## config.mk

```make
export PLATFORM = sky130hd
export DESIGN_NAME = rtc_trim_device_flat
export DESIGN_NICKNAME = d
export VERILOG_FILES = /design/src/hw/rtc_trim_pkg.sv /design/src/hw/rtc_trim_if.sv /design/src/hw/rtc_trim_device.sv /design/src/flat_wrapper.sv
export SDC_FILE = /design/constraint.sdc
export NUM_CORES = 1
export LEC_CHECK = 0
export BUFFER_PORTS_ARGS = -buffer_cell sky130_fd_sc_hd__buf_4
export CAP_MARGIN = 30
export CORE_MARGIN = 2
export CORE_UTILIZATION = 38
export DETAILED_ROUTE_END_ITERATION = 10
export MAX_ROUTING_LAYER = met4
export PLACE_DENSITY = 0.59
export SYNTH_ARGS = -nofsm -noshare
export SYNTH_HDL_FRONTEND = slang
export SYNTH_SLANG_ARGS = --single-unit
export TNS_END_PERCENT = 50
```

## constraint.sdc

```tcl
create_clock -name i_clk_sys -period 4.75 [get_ports i_clk_sys]
set_clock_uncertainty 0.2 [all_clocks]
set_input_delay 0.2375 -clock i_clk_sys [delete_from_list [all_inputs] [get_ports i_clk_sys]]
set_output_delay 0.2375 -clock i_clk_sys [all_outputs]
set_load 0.02 [all_outputs]
```

## src/hw/rtc_trim_pkg.sv

```systemverilog
// shared constants for the time-base source selection and rc trim link
// assumes one 100 MHz system clock on both ends
package rtc_trim_pkg;

    // ------------------------------------------------------------
    // clock and timing
    // ------------------------------------------------------------
    localparam int unsigned CLK_PERIOD_NS  = 10;
    localparam int unsigned REF_PERIOD_NS  = 30518;  // about 32.768 kHz
    localparam int unsigned REF_HALF_CYC   = REF_PERIOD_NS / (2 * CLK_PERIOD_NS);
    localparam int unsigned HALF_CNT_W     = 12;

    // ------------------------------------------------------------
    // trim protocol
    // ------------------------------------------------------------
    localparam logic [7:0]  TRIM_CMD_CODE  = 8'hA5;  // arbitrary direct command code
    localparam int unsigned CMD_BITS       = 8;
    localparam int unsigned REF_EDGES      = 65;
    localparam int unsigned EDGE_CNT_W     = 7;
    localparam int unsigned TRIM_W         = 18;
    localparam logic [TRIM_W-1:0] TRIM_RESET = 18'h00000;

endpackage : rtc_trim_pkg

```

## src/hw/rtc_trim_if.sv

```systemverilog
// link between host controller and receiver for the rc trim sequence
// assumes the testbench either joins both ends or drives the receiver end itself
`timescale 1ns/1ps
`default_nettype none

interface rtc_trim_if;
    logic cs;       // chip select, high during a sequence
    logic scl;      // serial clock, also carries the reference cycles
    logic serial_digital_interface;      // serial data from host

    modport host (output cs, output scl, output serial_digital_interface);
    modport device (input cs, input scl, input serial_digital_interface);
endinterface : rtc_trim_if

`default_nettype wire

```

## src/hw/rtc_trim_device.sv

```systemverilog
// receiver end: time-base source mux and rc oscillator trim capture
// assumes link pins are asynchronous to i_clk_sys and rc tick is a sys-clock pulse
//
// Functional notes
// - source bit 1 crystal, 0 rc oscillator
// - trim command starts rc calibration
// - host raises chip select, then sends command
// - host sends exactly 65 reference cycles
// - host lowers chip select afterwards
// - trim applied at 65th edge, volatile
// - trim lost on rc off or reset
// - external clock needs crystal oscillator enabled
// - external clock held high in power-down
// - time base about quarter of carrier
`timescale 1ns/1ps
`default_nettype none

module rtc_trim_device
    import rtc_trim_pkg::*;
(
    // clock and reset
    input  wire logic              i_clk_sys,
    input  wire logic              i_rst,
    // link
    rtc_trim_if.device             link,
    // configuration
    input  wire logic              i_time_base_source_select,
    input  wire logic              i_crystal_osc_enable,
    input  wire logic              i_rc_osc_on,
    // oscillator sources
    input  wire logic              i_crystal_input_pin,
    input  wire logic              i_rc_tick,
    // results
    output logic                   o_time_base_tick,
    output logic                   o_trim_busy,
    output logic                   o_trim_valid,
    output logic [TRIM_W-1:0]      o_trim_value
);

    // ------------------------------------------------------------
    // state type
    // ------------------------------------------------------------
    typedef enum logic [1:0] {
        ST_IDLE = 2'b00,
        ST_CMD  = 2'b01,
        ST_TRIM = 2'b10,
        ST_DONE = 2'b11
    } trim_state_e;

    // ------------------------------------------------------------
    // synchronisers
    // ------------------------------------------------------------
    logic [1:0] cs_sync_reg;
    logic [1:0] scl_sync_reg;
    logic [1:0] sdi_sync_reg;
    logic [1:0] xin_sync_reg;
    logic       scl_prev_reg;
    logic       xin_prev_reg;

    always_ff @(posedge i_clk_sys) begin
        if (i_rst) begin
            cs_sync_reg  <= 2'h0;
            scl_sync_reg <= 2'h0;
            sdi_sync_reg <= 2'h0;
            xin_sync_reg <= 2'h0;
        end else begin
            cs_sync_reg  <= {cs_sync_reg[0], link.cs};
            scl_sync_reg <= {scl_sync_reg[0], link.scl};
            sdi_sync_reg <= {sdi_sync_reg[0], link.serial_digital_interface};
            xin_sync_reg <= {xin_sync_reg[0], i_crystal_input_pin};
        end
    end

    always_ff @(posedge i_clk_sys) begin
        if (i_rst) begin
            scl_prev_reg <= 1'b0;
            xin_prev_reg <= 1'b0;
        end else begin
            scl_prev_reg <= scl_sync_reg[1];
            xin_prev_reg <= xin_sync_reg[1];
        end
    end

    logic cs_s;
    logic sdi_s;
    logic scl_rise;
    logic xin_rise;

    assign cs_s     = cs_sync_reg[1];
    assign sdi_s    = sdi_sync_reg[1];
    assign scl_rise = scl_sync_reg[1] & ~scl_prev_reg;
    assign xin_rise = xin_sync_reg[1] & ~xin_prev_reg;

    // ------------------------------------------------------------
    // time-base source selection
    // ------------------------------------------------------------
    // crystal path only ticks when its oscillator is enabled, which is also
    // how an external clock on the crystal input gets through
    logic tick_next;

    always_comb begin
        if (i_time_base_source_select) begin
            tick_next = xin_rise & i_crystal_osc_enable;
        end else begin
            tick_next = i_rc_tick & i_rc_osc_on;
        end
    end

    always_ff @(posedge i_clk_sys) begin
        if (i_rst) begin
            o_time_base_tick <= 1'b0;
        end else begin
            o_time_base_tick <= tick_next;
        end
    end

    // ------------------------------------------------------------
    // trim sequence state machine
    // ------------------------------------------------------------
    trim_state_e               state_reg;
    trim_state_e               state_next;
    logic [CMD_BITS-1:0]       cmd_shift_reg;
    logic [3:0]                cmd_cnt_reg;
    logic [EDGE_CNT_W-1:0]     edge_cnt_reg;
    logic [TRIM_W-1:0]         meas_reg;

    logic [CMD_BITS-1:0]       cmd_word;
    logic                      cmd_last;
    logic                      last_edge;

    assign cmd_word  = {cmd_shift_reg[CMD_BITS-2:0], sdi_s};
    assign cmd_last  = scl_rise && (cmd_cnt_reg == 4'(CMD_BITS - 1));
    assign last_edge = scl_rise && (edge_cnt_reg == EDGE_CNT_W'(REF_EDGES - 1));

    always_comb begin
        state_next = state_reg;
        case (state_reg)
            ST_IDLE: begin
                if (cs_s) begin
                    state_next = ST_CMD;
                end
            end
            ST_CMD: begin
                if (!cs_s) begin
                    state_next = ST_IDLE;
                end else if (cmd_last) begin
                    // other commands are not ours; sit out the frame
                    state_next = (cmd_word == TRIM_CMD_CODE) ? ST_TRIM : ST_DONE;
                end
            end
            ST_TRIM: begin
                if (!cs_s) begin
                    state_next = ST_IDLE;
                end else if (last_edge) begin
                    state_next = ST_DONE;
                end
            end
            ST_DONE: begin
                if (!cs_s) begin
                    state_next = ST_IDLE;
                end
            end
            default: begin
                state_next = ST_IDLE;
            end
        endcase
    end

    always_ff @(posedge i_clk_sys) begin
        if (i_rst) begin
            state_reg <= ST_IDLE;
        end else begin
            state_reg <= state_next;
        end
    end

    // ------------------------------------------------------------
    // command shift register
    // ------------------------------------------------------------
    always_ff @(posedge i_clk_sys) begin
        if (i_rst || state_reg != ST_CMD) begin
            cmd_shift_reg <= 8'h00;
            cmd_cnt_reg   <= 4'h0;
        end else if (scl_rise) begin
            cmd_shift_reg <= cmd_word;
            cmd_cnt_reg   <= cmd_cnt_reg + 4'h1;
        end
    end

    // ------------------------------------------------------------
    // reference edge count and period measurement
    // ------------------------------------------------------------
    // measures sys cycles between edge 1 and edge 65, i.e. 64 ref periods;
    // saturates so a stalled reference cannot wrap into a small value
    always_ff @(posedge i_clk_sys) begin
        if (i_rst || state_reg != ST_TRIM) begin
            edge_cnt_reg <= 7'h00;
        end else if (scl_rise) begin
            edge_cnt_reg <= edge_cnt_reg + 7'h01;
        end
    end

    always_ff @(posedge i_clk_sys) begin
        if (i_rst || state_reg != ST_TRIM || edge_cnt_reg == 7'h00) begin
            meas_reg <= TRIM_RESET;
        end else if (meas_reg != {TRIM_W{1'b1}}) begin
            meas_reg <= meas_reg + 18'h00001;
        end
    end

    // ------------------------------------------------------------
    // volatile trim store
    // ------------------------------------------------------------
    always_ff @(posedge i_clk_sys) begin
        if (i_rst || !i_rc_osc_on) begin
            o_trim_valid <= 1'b0;
            o_trim_value <= TRIM_RESET;
        end else if (state_reg == ST_TRIM && last_edge) begin
            o_trim_valid <= 1'b1;
            o_trim_value <= meas_reg;
        end
    end

    always_ff @(posedge i_clk_sys) begin
        if (i_rst) begin
            o_trim_busy <= 1'b0;
        end else begin
            o_trim_busy <= (state_next == ST_TRIM);
        end
    end

endmodule : rtc_trim_device

`default_nettype wire

```

## src/flat_wrapper.sv

```systemverilog
// flat-port wrapper written by rule: the top's interface ports become plain ports
module rtc_trim_device_flat import rtc_trim_pkg::*;
  (i_clk_sys, i_rst, i_time_base_source_select, i_crystal_osc_enable, i_rc_osc_on, i_crystal_input_pin, i_rc_tick, o_time_base_tick, o_trim_busy, o_trim_valid, o_trim_value, link_cs, link_scl, link_serial_digital_interface);
  rtc_trim_if link_i ();
  input  wire logic i_clk_sys;
  input  wire logic i_rst;
  input  wire logic i_time_base_source_select;
  input  wire logic i_crystal_osc_enable;
  input  wire logic i_rc_osc_on;
  input  wire logic i_crystal_input_pin;
  input  wire logic i_rc_tick;
  output logic o_time_base_tick;
  output logic o_trim_busy;
  output logic o_trim_valid;
  output logic [TRIM_W-1:0] o_trim_value;
  input wire logic [$bits(link_i.cs)-1:0] link_cs;
  input wire logic [$bits(link_i.scl)-1:0] link_scl;
  input wire logic [$bits(link_i.serial_digital_interface)-1:0] link_serial_digital_interface;
  assign link_i.cs = link_cs;
  assign link_i.scl = link_scl;
  assign link_i.serial_digital_interface = link_serial_digital_interface;
  rtc_trim_device u_core (.i_clk_sys(i_clk_sys), .i_rst(i_rst), .link(link_i), .i_time_base_source_select(i_time_base_source_select), .i_crystal_osc_enable(i_crystal_osc_enable), .i_rc_osc_on(i_rc_osc_on), .i_crystal_input_pin(i_crystal_input_pin), .i_rc_tick(i_rc_tick), .o_time_base_tick(o_time_base_tick), .o_trim_busy(o_trim_busy), .o_trim_valid(o_trim_valid), .o_trim_value(o_trim_value));
endmodule
```

-- Yosys cells after proc, flatten, opt, wreduce, memory -nomap -nowiden
Index checks and enable logic that the tools add are counted.
- bitwise logic cells: 6
- equal/unequal tests: 10
- $mul: 0
- shift-type cells: 0
- reduce and logical (&&, ||, !) cells: 10
- $lt $le $gt $ge: 0
- mux-type cells: 9
- add/sub/neg operators: 3
- divide/modulo/power cells: 0
- operator list (operator ; number):
    adder 18 x 1 -> 18 bit, second input constant ; 1
    != test 18 bit, second input constant ; 1
    2-to-1 mux 2 bit ; 6
    equality test 8 bit, second input constant ; 1
    one-hot mux 2 bit (4 select lines) ; 1
    adder 7 x 1 -> 7 bit, second input constant ; 1
    equality test 7 bit, second input constant ; 1
    zero test 7 bit ; 1
    equality test 2 bit, second input constant ; 3
    adder 4 x 1 -> 4 bit, second input constant ; 1
    bitwise AND 1 bit ; 4
    equality test 4 x 3 -> 1 bit, second input constant ; 1
    logical OR 1 bit ; 4
    logical AND 1 bit ; 3
    equality test 2 x 1 -> 1 bit, second input constant ; 1
    zero test 2 bit ; 1
    2-to-1 mux 1 bit ; 2
    != test 2 x 1 -> 1 bit, second input constant ; 1
    != test 2 bit, second input constant ; 1
    inverter 1 bit ; 2
    zero test 1 bit ; 1
- memories kept: 0
- latch bits: 0
- bits in read-only memories: 0
- bits in writable memories: 0
- bits in registers: 69
- output and inout bits: 21

-- Longest topological paths before layout
Gate-level depths: netlist of run 1.
- depth in word-level cells: 7
- gate-level depth with buffers: 8
- mapped depth without buffers: 6

-- Worst setup path after synthesis of run 1
No wires, ideal clock.
- path kind: reg-to-reg
- start: register u_core.edge_cnt_reg[0]
- end: register u_core.o_trim_value[10]
- arrival time: 1.626 ns
- slack: 2.796 ns
- stages on the path, launching flop included: 9
- path buffers: 2
- data required time: 4.422 ns
- cell sequence: dfxtp_1 -> inv_1 -> ha_1 -> nor4b_2 -> and4_1 -> buf_4 -> buf_6 -> mux2i_1 -> nor2_1
- longest elaborated chain between the ends: 3
- RTL lines (what ; line ; RTL):
    from (decl) ; rtc_trim_device.sv:124 ; logic [EDGE_CNT_W-1:0] edge_cnt_reg;
    from (signal assigned) ; rtc_trim_device.sv:199 ; edge_cnt_reg <= edge_cnt_reg + 7'h01;
    equality test 7 bit ; rtc_trim_device.sv:133 ; assign last_edge = scl_rise && (edge_cnt_reg == EDGE_CNT_W'(REF_EDGES - 1));
    logical AND 1 bit ; rtc_trim_device.sv:133 ;
    logical AND 1 bit ; rtc_trim_device.sv:218 ; end else if (state_reg == ST_TRIM && last_edge) begin
    to (signal assigned) ; rtc_trim_device.sv:220 ; o_trim_value <= meas_reg;
    to (decl) ; rtc_trim_device.sv:37 ; output logic [TRIM_W-1:0] o_trim_value
Every way passes these cells.
A chain may end at the register's enable or synchronous reset.

-- Final worst setup path of run 1
- start: register u_core.edge_cnt_reg[0]
- end: register u_core.o_trim_value[8]
Same word-level chain as after synthesis.

==> impl_metrics.py, run 1 <==
metrics = {
    "run_status": {
        "outcome": "completed",
    },
    "cells_and_area": {
        "mostFrequentLayoutCells": "dfxtp_1 (69), nand2_1 (37), buf_4 (32), nor2_1 (30), a21oi_1 (24)",
        "nFillCells": 744,
        "diodes": 0,
        "synthToLayoutAreaGrowth_pct": 21.2,
        "mostFrequentLayoutCell": "dfxtp_1",
        "drive_gt1_share_pct": 14.8,
        "layout.nets": 368,
    },
    "cts": {
        "tritoncts": "built",
        "clock_sinks": 69,
        "clkTransAtPathRegs_ps": 70,
        "clock_latency_ps": 340,
        "htree_levels": 3,
        "cts_max_path_buffers": 2,
        "cts_buffers": 9,
        "cts-root-buf": "clkbuf_8",
    },
    "setup_path": {
        "end_kind": "flip-flop",
        "crit_path_top_delay_cell": "and4_1",
        "cp_max_fo": 11,
        "slowest_delay_ps": 670,
        "critical_path.cell_chain": "inv_1 -> ha_1 -> nor4b_2 -> and4_1 -> buf_8 -> mux2i_1 -> nor2_1",
        "worst_ep_arrival_time_ps": 2440,
        "worst_r2r_path_depth": 7,
        "start_kind": "flip-flop",
        "worstPathRequired_ps": 4740,
        "critPathKind": "reg -> reg",
    },
    "yosys": {
        "seq_area_frac_synth_pct": 47.8,
        "synth_cells": 315,
        "ys_types": 45,
        "syn_area_per_cell_um2": 9.18,
        "synth_area_mm2": 0.00289,
        "synth_nets": 329,
        "async_flop_share_pct": 0,
        "synth-edff-count": 0,
        "yosysWarnings": 0,
        "synth_seq_cells": 69,
        "ys.flop_type": "dfxtp_1",
    },
    "routing": {
        "via_per_inst": 4.91,
        "routed_wirelength_mm": 5.65,
        "wl_per_cell_um": 12.3,
        "vias": 2247,
        "drt_iter0_markers": 74,
        "final_antenna_net_count": 0,
        "drc": 0,
        "dr.pass1.iters": 4,
    },
    "global_route": {
        "grt_pass1_wl_mm": 9.54,
        "grt_overflow": 0,
        "antenna_found_initial": 0,
        "grt_max_degree": 20,
        "grt_use_total_pct": 14.5,
        "first_global_vias": 2080,
    },
    "timing": {
        "grt_setup_unrepaired": "false",
        "hold_viol_final": 0,
        "slew_headroom_pct": 49.4,
        "slew_viol_final": 0,
        "fmaxAchievable_ghz": 0.409,
        "finalCriticalPeriod_ps": 2440,
        "fin_crit_sh_pct": 51.4,
        "finalSetupTns_ps": 0,
        "timing.final.setup_violations": 0,
        "worst_pin_slew_ps": 759,
    },
    "power": {
        "ir_worst_vdd_uv": 230,
        "swShare_pct": 21.7,
        "pwr-share-seq_pct": 53.4,
        "comb_power_share_pct": 2.5,
        "power_w": 0.00109,
        "cell_internal_pwr_w": 0.000855,
        "p_sw_w": 0.000237,
        "p_leak_nw": 1.22,
        "pwr_density_cell_mw_per_mm2": 312,
        "clock_power_share_pct": 44.1,
    },
    "job": {
        "drv_cap": 0,
    },
    "floorplan": {
        "core_region_area_mm2": 0.00729,
        "io_pins": 31,
        "num_rows": 31,
        "die_h_um": 91.2,
        "start_util_pct": 39.6,
        "floorplan.die.width_um": 91.2,
        "die_area_mm2": 0.00832,
    },
    "min_path": {
        "hold_class": "reg -> reg",
        "hold_path_depth": 1,
    },
    "place": {
        "port-buffer-count": 30,
        "dp_hpwl_mm": 3.74,
        "gp_congestion": 0.768,
    },
}
-- final cells by class --
cell class | count | area (um2) | share of cell area [%]
multi-input combinational | 221 | 1380 | 39.5
tap | 99 | 124 | 3.54
clock buffer | 11 | 141 | 4.04
inverter | 7 | 26.3 | 0.750
clock inverter | 5 | 58.8 | 1.68
sequential | 69 | 1380 | 39.4
timing repair buffer | 46 | 387 | 11.0
-- layer usage --
metal	global-route usage (%)	wire length (um)	vias to the layer above
li1	-	-	1192
met1	18.4	2920	1014
met5	-	0	-
met2	21.9	2500	34
met4	4.92	63	0
met3	4.48	174	7
-- metrics by stage --
stage	instances	utilization (%)	hold WS, ps	setup slack [ps]	area, um2
2_1_floorplan	315	-	109	2800	2890
5_1_grt	458	48.0	259	2130	3500
6_report	458	48.0	240	2310	3500
3_3_place_gp	427	43.2	217	2200	3150
4_1_cts	458	48.0	247	2290	3500
3_5_place_dp	430	43.6	229	2310	3180
-- worst paths after layout --
check | start | endpoint | slack (ps)
worst max-delay path | u_core.edge_cnt_reg[0]$_SDFFE_PP0P_ | u_core.o_trim_value[8]$_SDFFE_PP0P_ | 2310
worst min-delay path | u_core.cs_sync_reg[0]$_SDFF_PP0_ | u_core.cs_sync_reg[1]$_SDFF_PP0_ | 240
worst max register to register | u_core.edge_cnt_reg[0]$_SDFFE_PP0P_ | u_core.o_trim_value[8]$_SDFFE_PP0P_ | 2310
worst min register to register | u_core.cs_sync_reg[0]$_SDFF_PP0_ | u_core.cs_sync_reg[1]$_SDFF_PP0_ | 240
-- synth_stat cells (4+ instances only) --
cell / count / area (um2)
nor2b_1: 13 / 81.3
dfxtp_1: 69 / 1380
ha_1: 4 / 50.1
nor3_1: 4 / 20.0
o21ai_0: 11 / 55.1
and4_1: 5 / 43.8
and3_1: 5 / 31.3
a2111o_1: 7 / 78.8
a21oi_1: 24 / 120
nor2_1: 30 / 113
buf_2: 4 / 20.0
mux2i_1: 20 / 200
nand2_1: 37 / 139
inv_1: 7 / 26.3
xor2_1: 5 / 43.8
nand2b_1: 5 / 31.3
clkbuf_1: 8 / 30.0
nand4_1: 11 / 68.8
nand3_1: 8 / 40.0
-- repair_timing --
item	CTS	global route
endpoints found under the hold margin	11	0
resized for setup	0	0
hold buffers	12	0
setup buffers	0	0
-- worst max-delay path: cells and delay by family (launching register included) --
family | cells | cell delay (ps)
adders and majority gates | 1 | 140
muxes | 1 | 190
and+or+nand+nor | 3 | 1090
DFF | 1 | 350
buffers and inverters | 2 | 330
-- cell families after synthesis --
family                     synth area share (%)
DFF                                        47.8
and+or+nand+nor                            24.7
xor gates and xnor gates                   2.42
buffers and inverters                      4.33
AOI/OAI and AO/OA                          12.1
adders and majority gates                  1.73
muxes                                      6.93
-- power by group through the flow --
| stage | logic, W | registers, W | clock network [W] |
|---|---|---|---|
| final | 0.0000268 | 0.000584 | 0.000482 |
| after detailed placement | 0.0000194 | 0.000597 | 0 |
| after floorplan | 0.0000106 | 0.000597 | 0 |
| after global placement | 0.0000192 | 0.000597 | 0 |
| after global routing | 0.0000290 | 0.000584 | 0.000524 |
| after CTS | 0.0000265 | 0.000584 | 0.000499 |
(Power assumes the default switching activity.)
==> run 2: changes to the inputs <==
Settings changed: PLACE_DENSITY 0.59 to 0.61.
Clock period 4.75 ns to 1.95 ns, I/O delays scaled along.
==> run 2 against run 1 <==
Routed wire length is 10% higher. Global-route usage is 1.6 points higher. Die area stayed put. Worst setup slack worse by 2300 ps. Critical path depth is 1 lower. Via count is 6.9% higher. Highest routed layer unchanged. Utilization is 3.7 points higher.
==> impl_metrics.py, run 2 (synthesized netlist as in run 1, its figures left out) <==
metrics = {
    "run_status": {
        "outcome": "completed",
    },
    "min_path": {
        "hold_class": "in -> reg",
    },
    "setup_path": {
        "start_kind": "primary input",
        "worstPathRequired_ps": 2050,
        "crit_path_top_delay_cell": "dlygate4sd3_1",
        "cp_max_fo": 12,
        "critical_path.cell_chain": "dlygate4sd3_1 -> buf_4 -> or3b_4 -> a31o_4 -> or4_1 -> nand2_1",
        "end_kind": "flip-flop",
        "worst_ep_arrival_time_ps": 2000,
        "critPathKind": "in -> reg",
        "slowest_delay_ps": 540,
    },
    "cells_and_area": {
        "drive_gt1_share_pct": 22.9,
        "layout.nets": 397,
        "synthToLayoutAreaGrowth_pct": 30.6,
        "mostFrequentLayoutCells": "dfxtp_1 (68), buf_4 (61), nand2_1 (37), nor2_1 (30), a21oi_1 (23)",
        "fin_cells": 487,
        "final_util_pct": 51.8,
        "mostFrequentLayoutCell": "dfxtp_1",
        "final_area_mm2": 0.00377,
        "diodes": 0,
    },
    "power": {
        "pwr_density_cell_mw_per_mm2": 698,
        "p_leak_nw": 1.40,
        "ir_worst_vdd_uv": 441,
    },
    "timing": {
        "slew_headroom_pct": 73.2,
        "finalCriticalPeriod_ps": 1900,
        "fin_crit_sh_pct": 97.4,
        "fmaxAchievable_ghz": 0.527,
        "slew_viol_final": 0,
        "hold_viol_final": 0,
        "worst_pin_slew_ps": 398,
        "finalSetupTns_ps": 0,
        "grt_setup_unrepaired": "true",
        "timing.final.setup_violations": 0,
    },
    "place": {
        "dp_hpwl_mm": 4.08,
        "post-place-cells": 457,
        "dpl_cell_area_mm2": 0.00339,
        "gp_congestion": 0.864,
        "port-buffer-count": 30,
    },
    "floorplan": {
        "die_h_um": 91.2,
        "core_region_area_mm2": 0.00729,
        "start_util_pct": 39.6,
        "floorplan.die.width_um": 91.2,
        "io_pins": 31,
        "die_area_mm2": 0.00832,
        "num_rows": 31,
    },
    "global_route": {
        "first_global_vias": 2259,
        "grt_overflow": 0,
        "grt_pass1_wl_mm": 10.4,
        "antenna_found_initial": 0,
        "grt_max_degree": 20,
        "grt_use_total_pct": 16.0,
    },
    "cts": {
        "tritoncts": "built",
        "cts_max_path_buffers": 2,
        "clkTransAtPathRegs_ps": 70,
        "cts_buffers": 9,
        "clock_sinks": 69,
        "htree_levels": 3,
        "cts-root-buf": "clkbuf_8",
        "clock_latency_ps": 350,
    },
    "routing": {
        "drt_iter0_markers": 125,
        "drc": 0,
        "dr.pass1.iters": 4,
        "wl_per_cell_um": 12.8,
        "final_antenna_net_count": 0,
        "vias": 2402,
        "via_per_inst": 4.93,
        "routed_wirelength_mm": 6.23,
    },
    "job": {
        "drv_cap": 0,
    },
}
==> run 2: cell count changes in the layout (fill, tap and decap cells not counted), sizes merged <==
cell         before  now
buf              34   62
clkbuf           11   14
clkinv            1    2
clkinvlp          2    1
dlygate4sd3      12   11
inv               8    7
==> run 2: worst max-delay path: cells and delay by family <==
family / cells / cell delay [ps]
buffers and inverters: 2 / 680
AOI/OAI and AO/OA: 1 / 270
and+or+nand+nor: 3 / 940
==> run 2: worst paths after layout <==
kind / cells after the start / endpoint / slack [ps] / from
max: 6 / u_core.meas_reg[10]$_SDFFE_PP0P_ / 50 / i_rst
min: 4 / u_core.o_trim_value[13]$_SDFFE_PP0P_ / 20 / i_rc_osc_on
max reg2reg: 7 / u_core.o_trim_value[11]$_SDFFE_PP0P_ / 80 / u_core.edge_cnt_reg[0]$_SDFFE_PP0P_
min reg2reg: 1 / u_core.scl_sync_reg[1]$_SDFF_PP0_ / 240 / u_core.scl_sync_reg[0]$_SDFF_PP0_
==> run 2: timing repair <==
| action | CTS | global route |
|---|---|---|
| endpoints found under the hold margin | 11 | 0 |
| setup buffers | 0 | 1 |
| resized for setup | 0 | 7 |
| hold buffers | 12 | 0 |
| endpoints found under the setup margin | 0 | 21 |
==> run 2: stage by stage <==
| step | power [W] | hold WS [ps] | setup WS [ps] |
|---|---|---|---|
| after detailed placement | 0.00151 | 113 | 89.3 |
| after floorplan | 0.00148 | -30.9 | 38.7 |
| final | 0.00263 | 21.9 | 51.0 |
| after global routing | 0.00274 | 49.4 | -11.3 |
| after CTS | 0.00268 | 11.5 | 35.0 |
| after global placement | 0.00151 | 109 | 115 |
==> run 2: final cells by class <==
class	count	area, um2
inverters	7	26.3
clock inverters	4	47.5
clock buffers	12	145
multi-input cells	221	1410
repair buffers	75	638
flip-flops and latches	69	1380
well taps	99	124
fillers	706	3520
==> run 2: where the power goes <==
| group | internal (W) | leakage (nW) | total [W] | switching (W) |
|---|---|---|---|---|
| sequential | 0.00142 | 0.558 | 0.00142 | 0.00000396 |
| combinational | 0.0000397 | 0.742 | 0.0000696 | 0.0000299 |
| clock | 0.000622 | 0.0964 | 0.00114 | 0.000520 |
| total | 0.00208 | 1.40 | 0.00263 | 0.000553 |
==> run 2: layer usage <==
metal | part of all wire [%] | global-route usage [%]
met5 | 0 | -
met4 | 2.3 | 9.09
met3 | 4.0 | 3.98
met2 | 44 | 23.7
met1 | 50 | 20.0
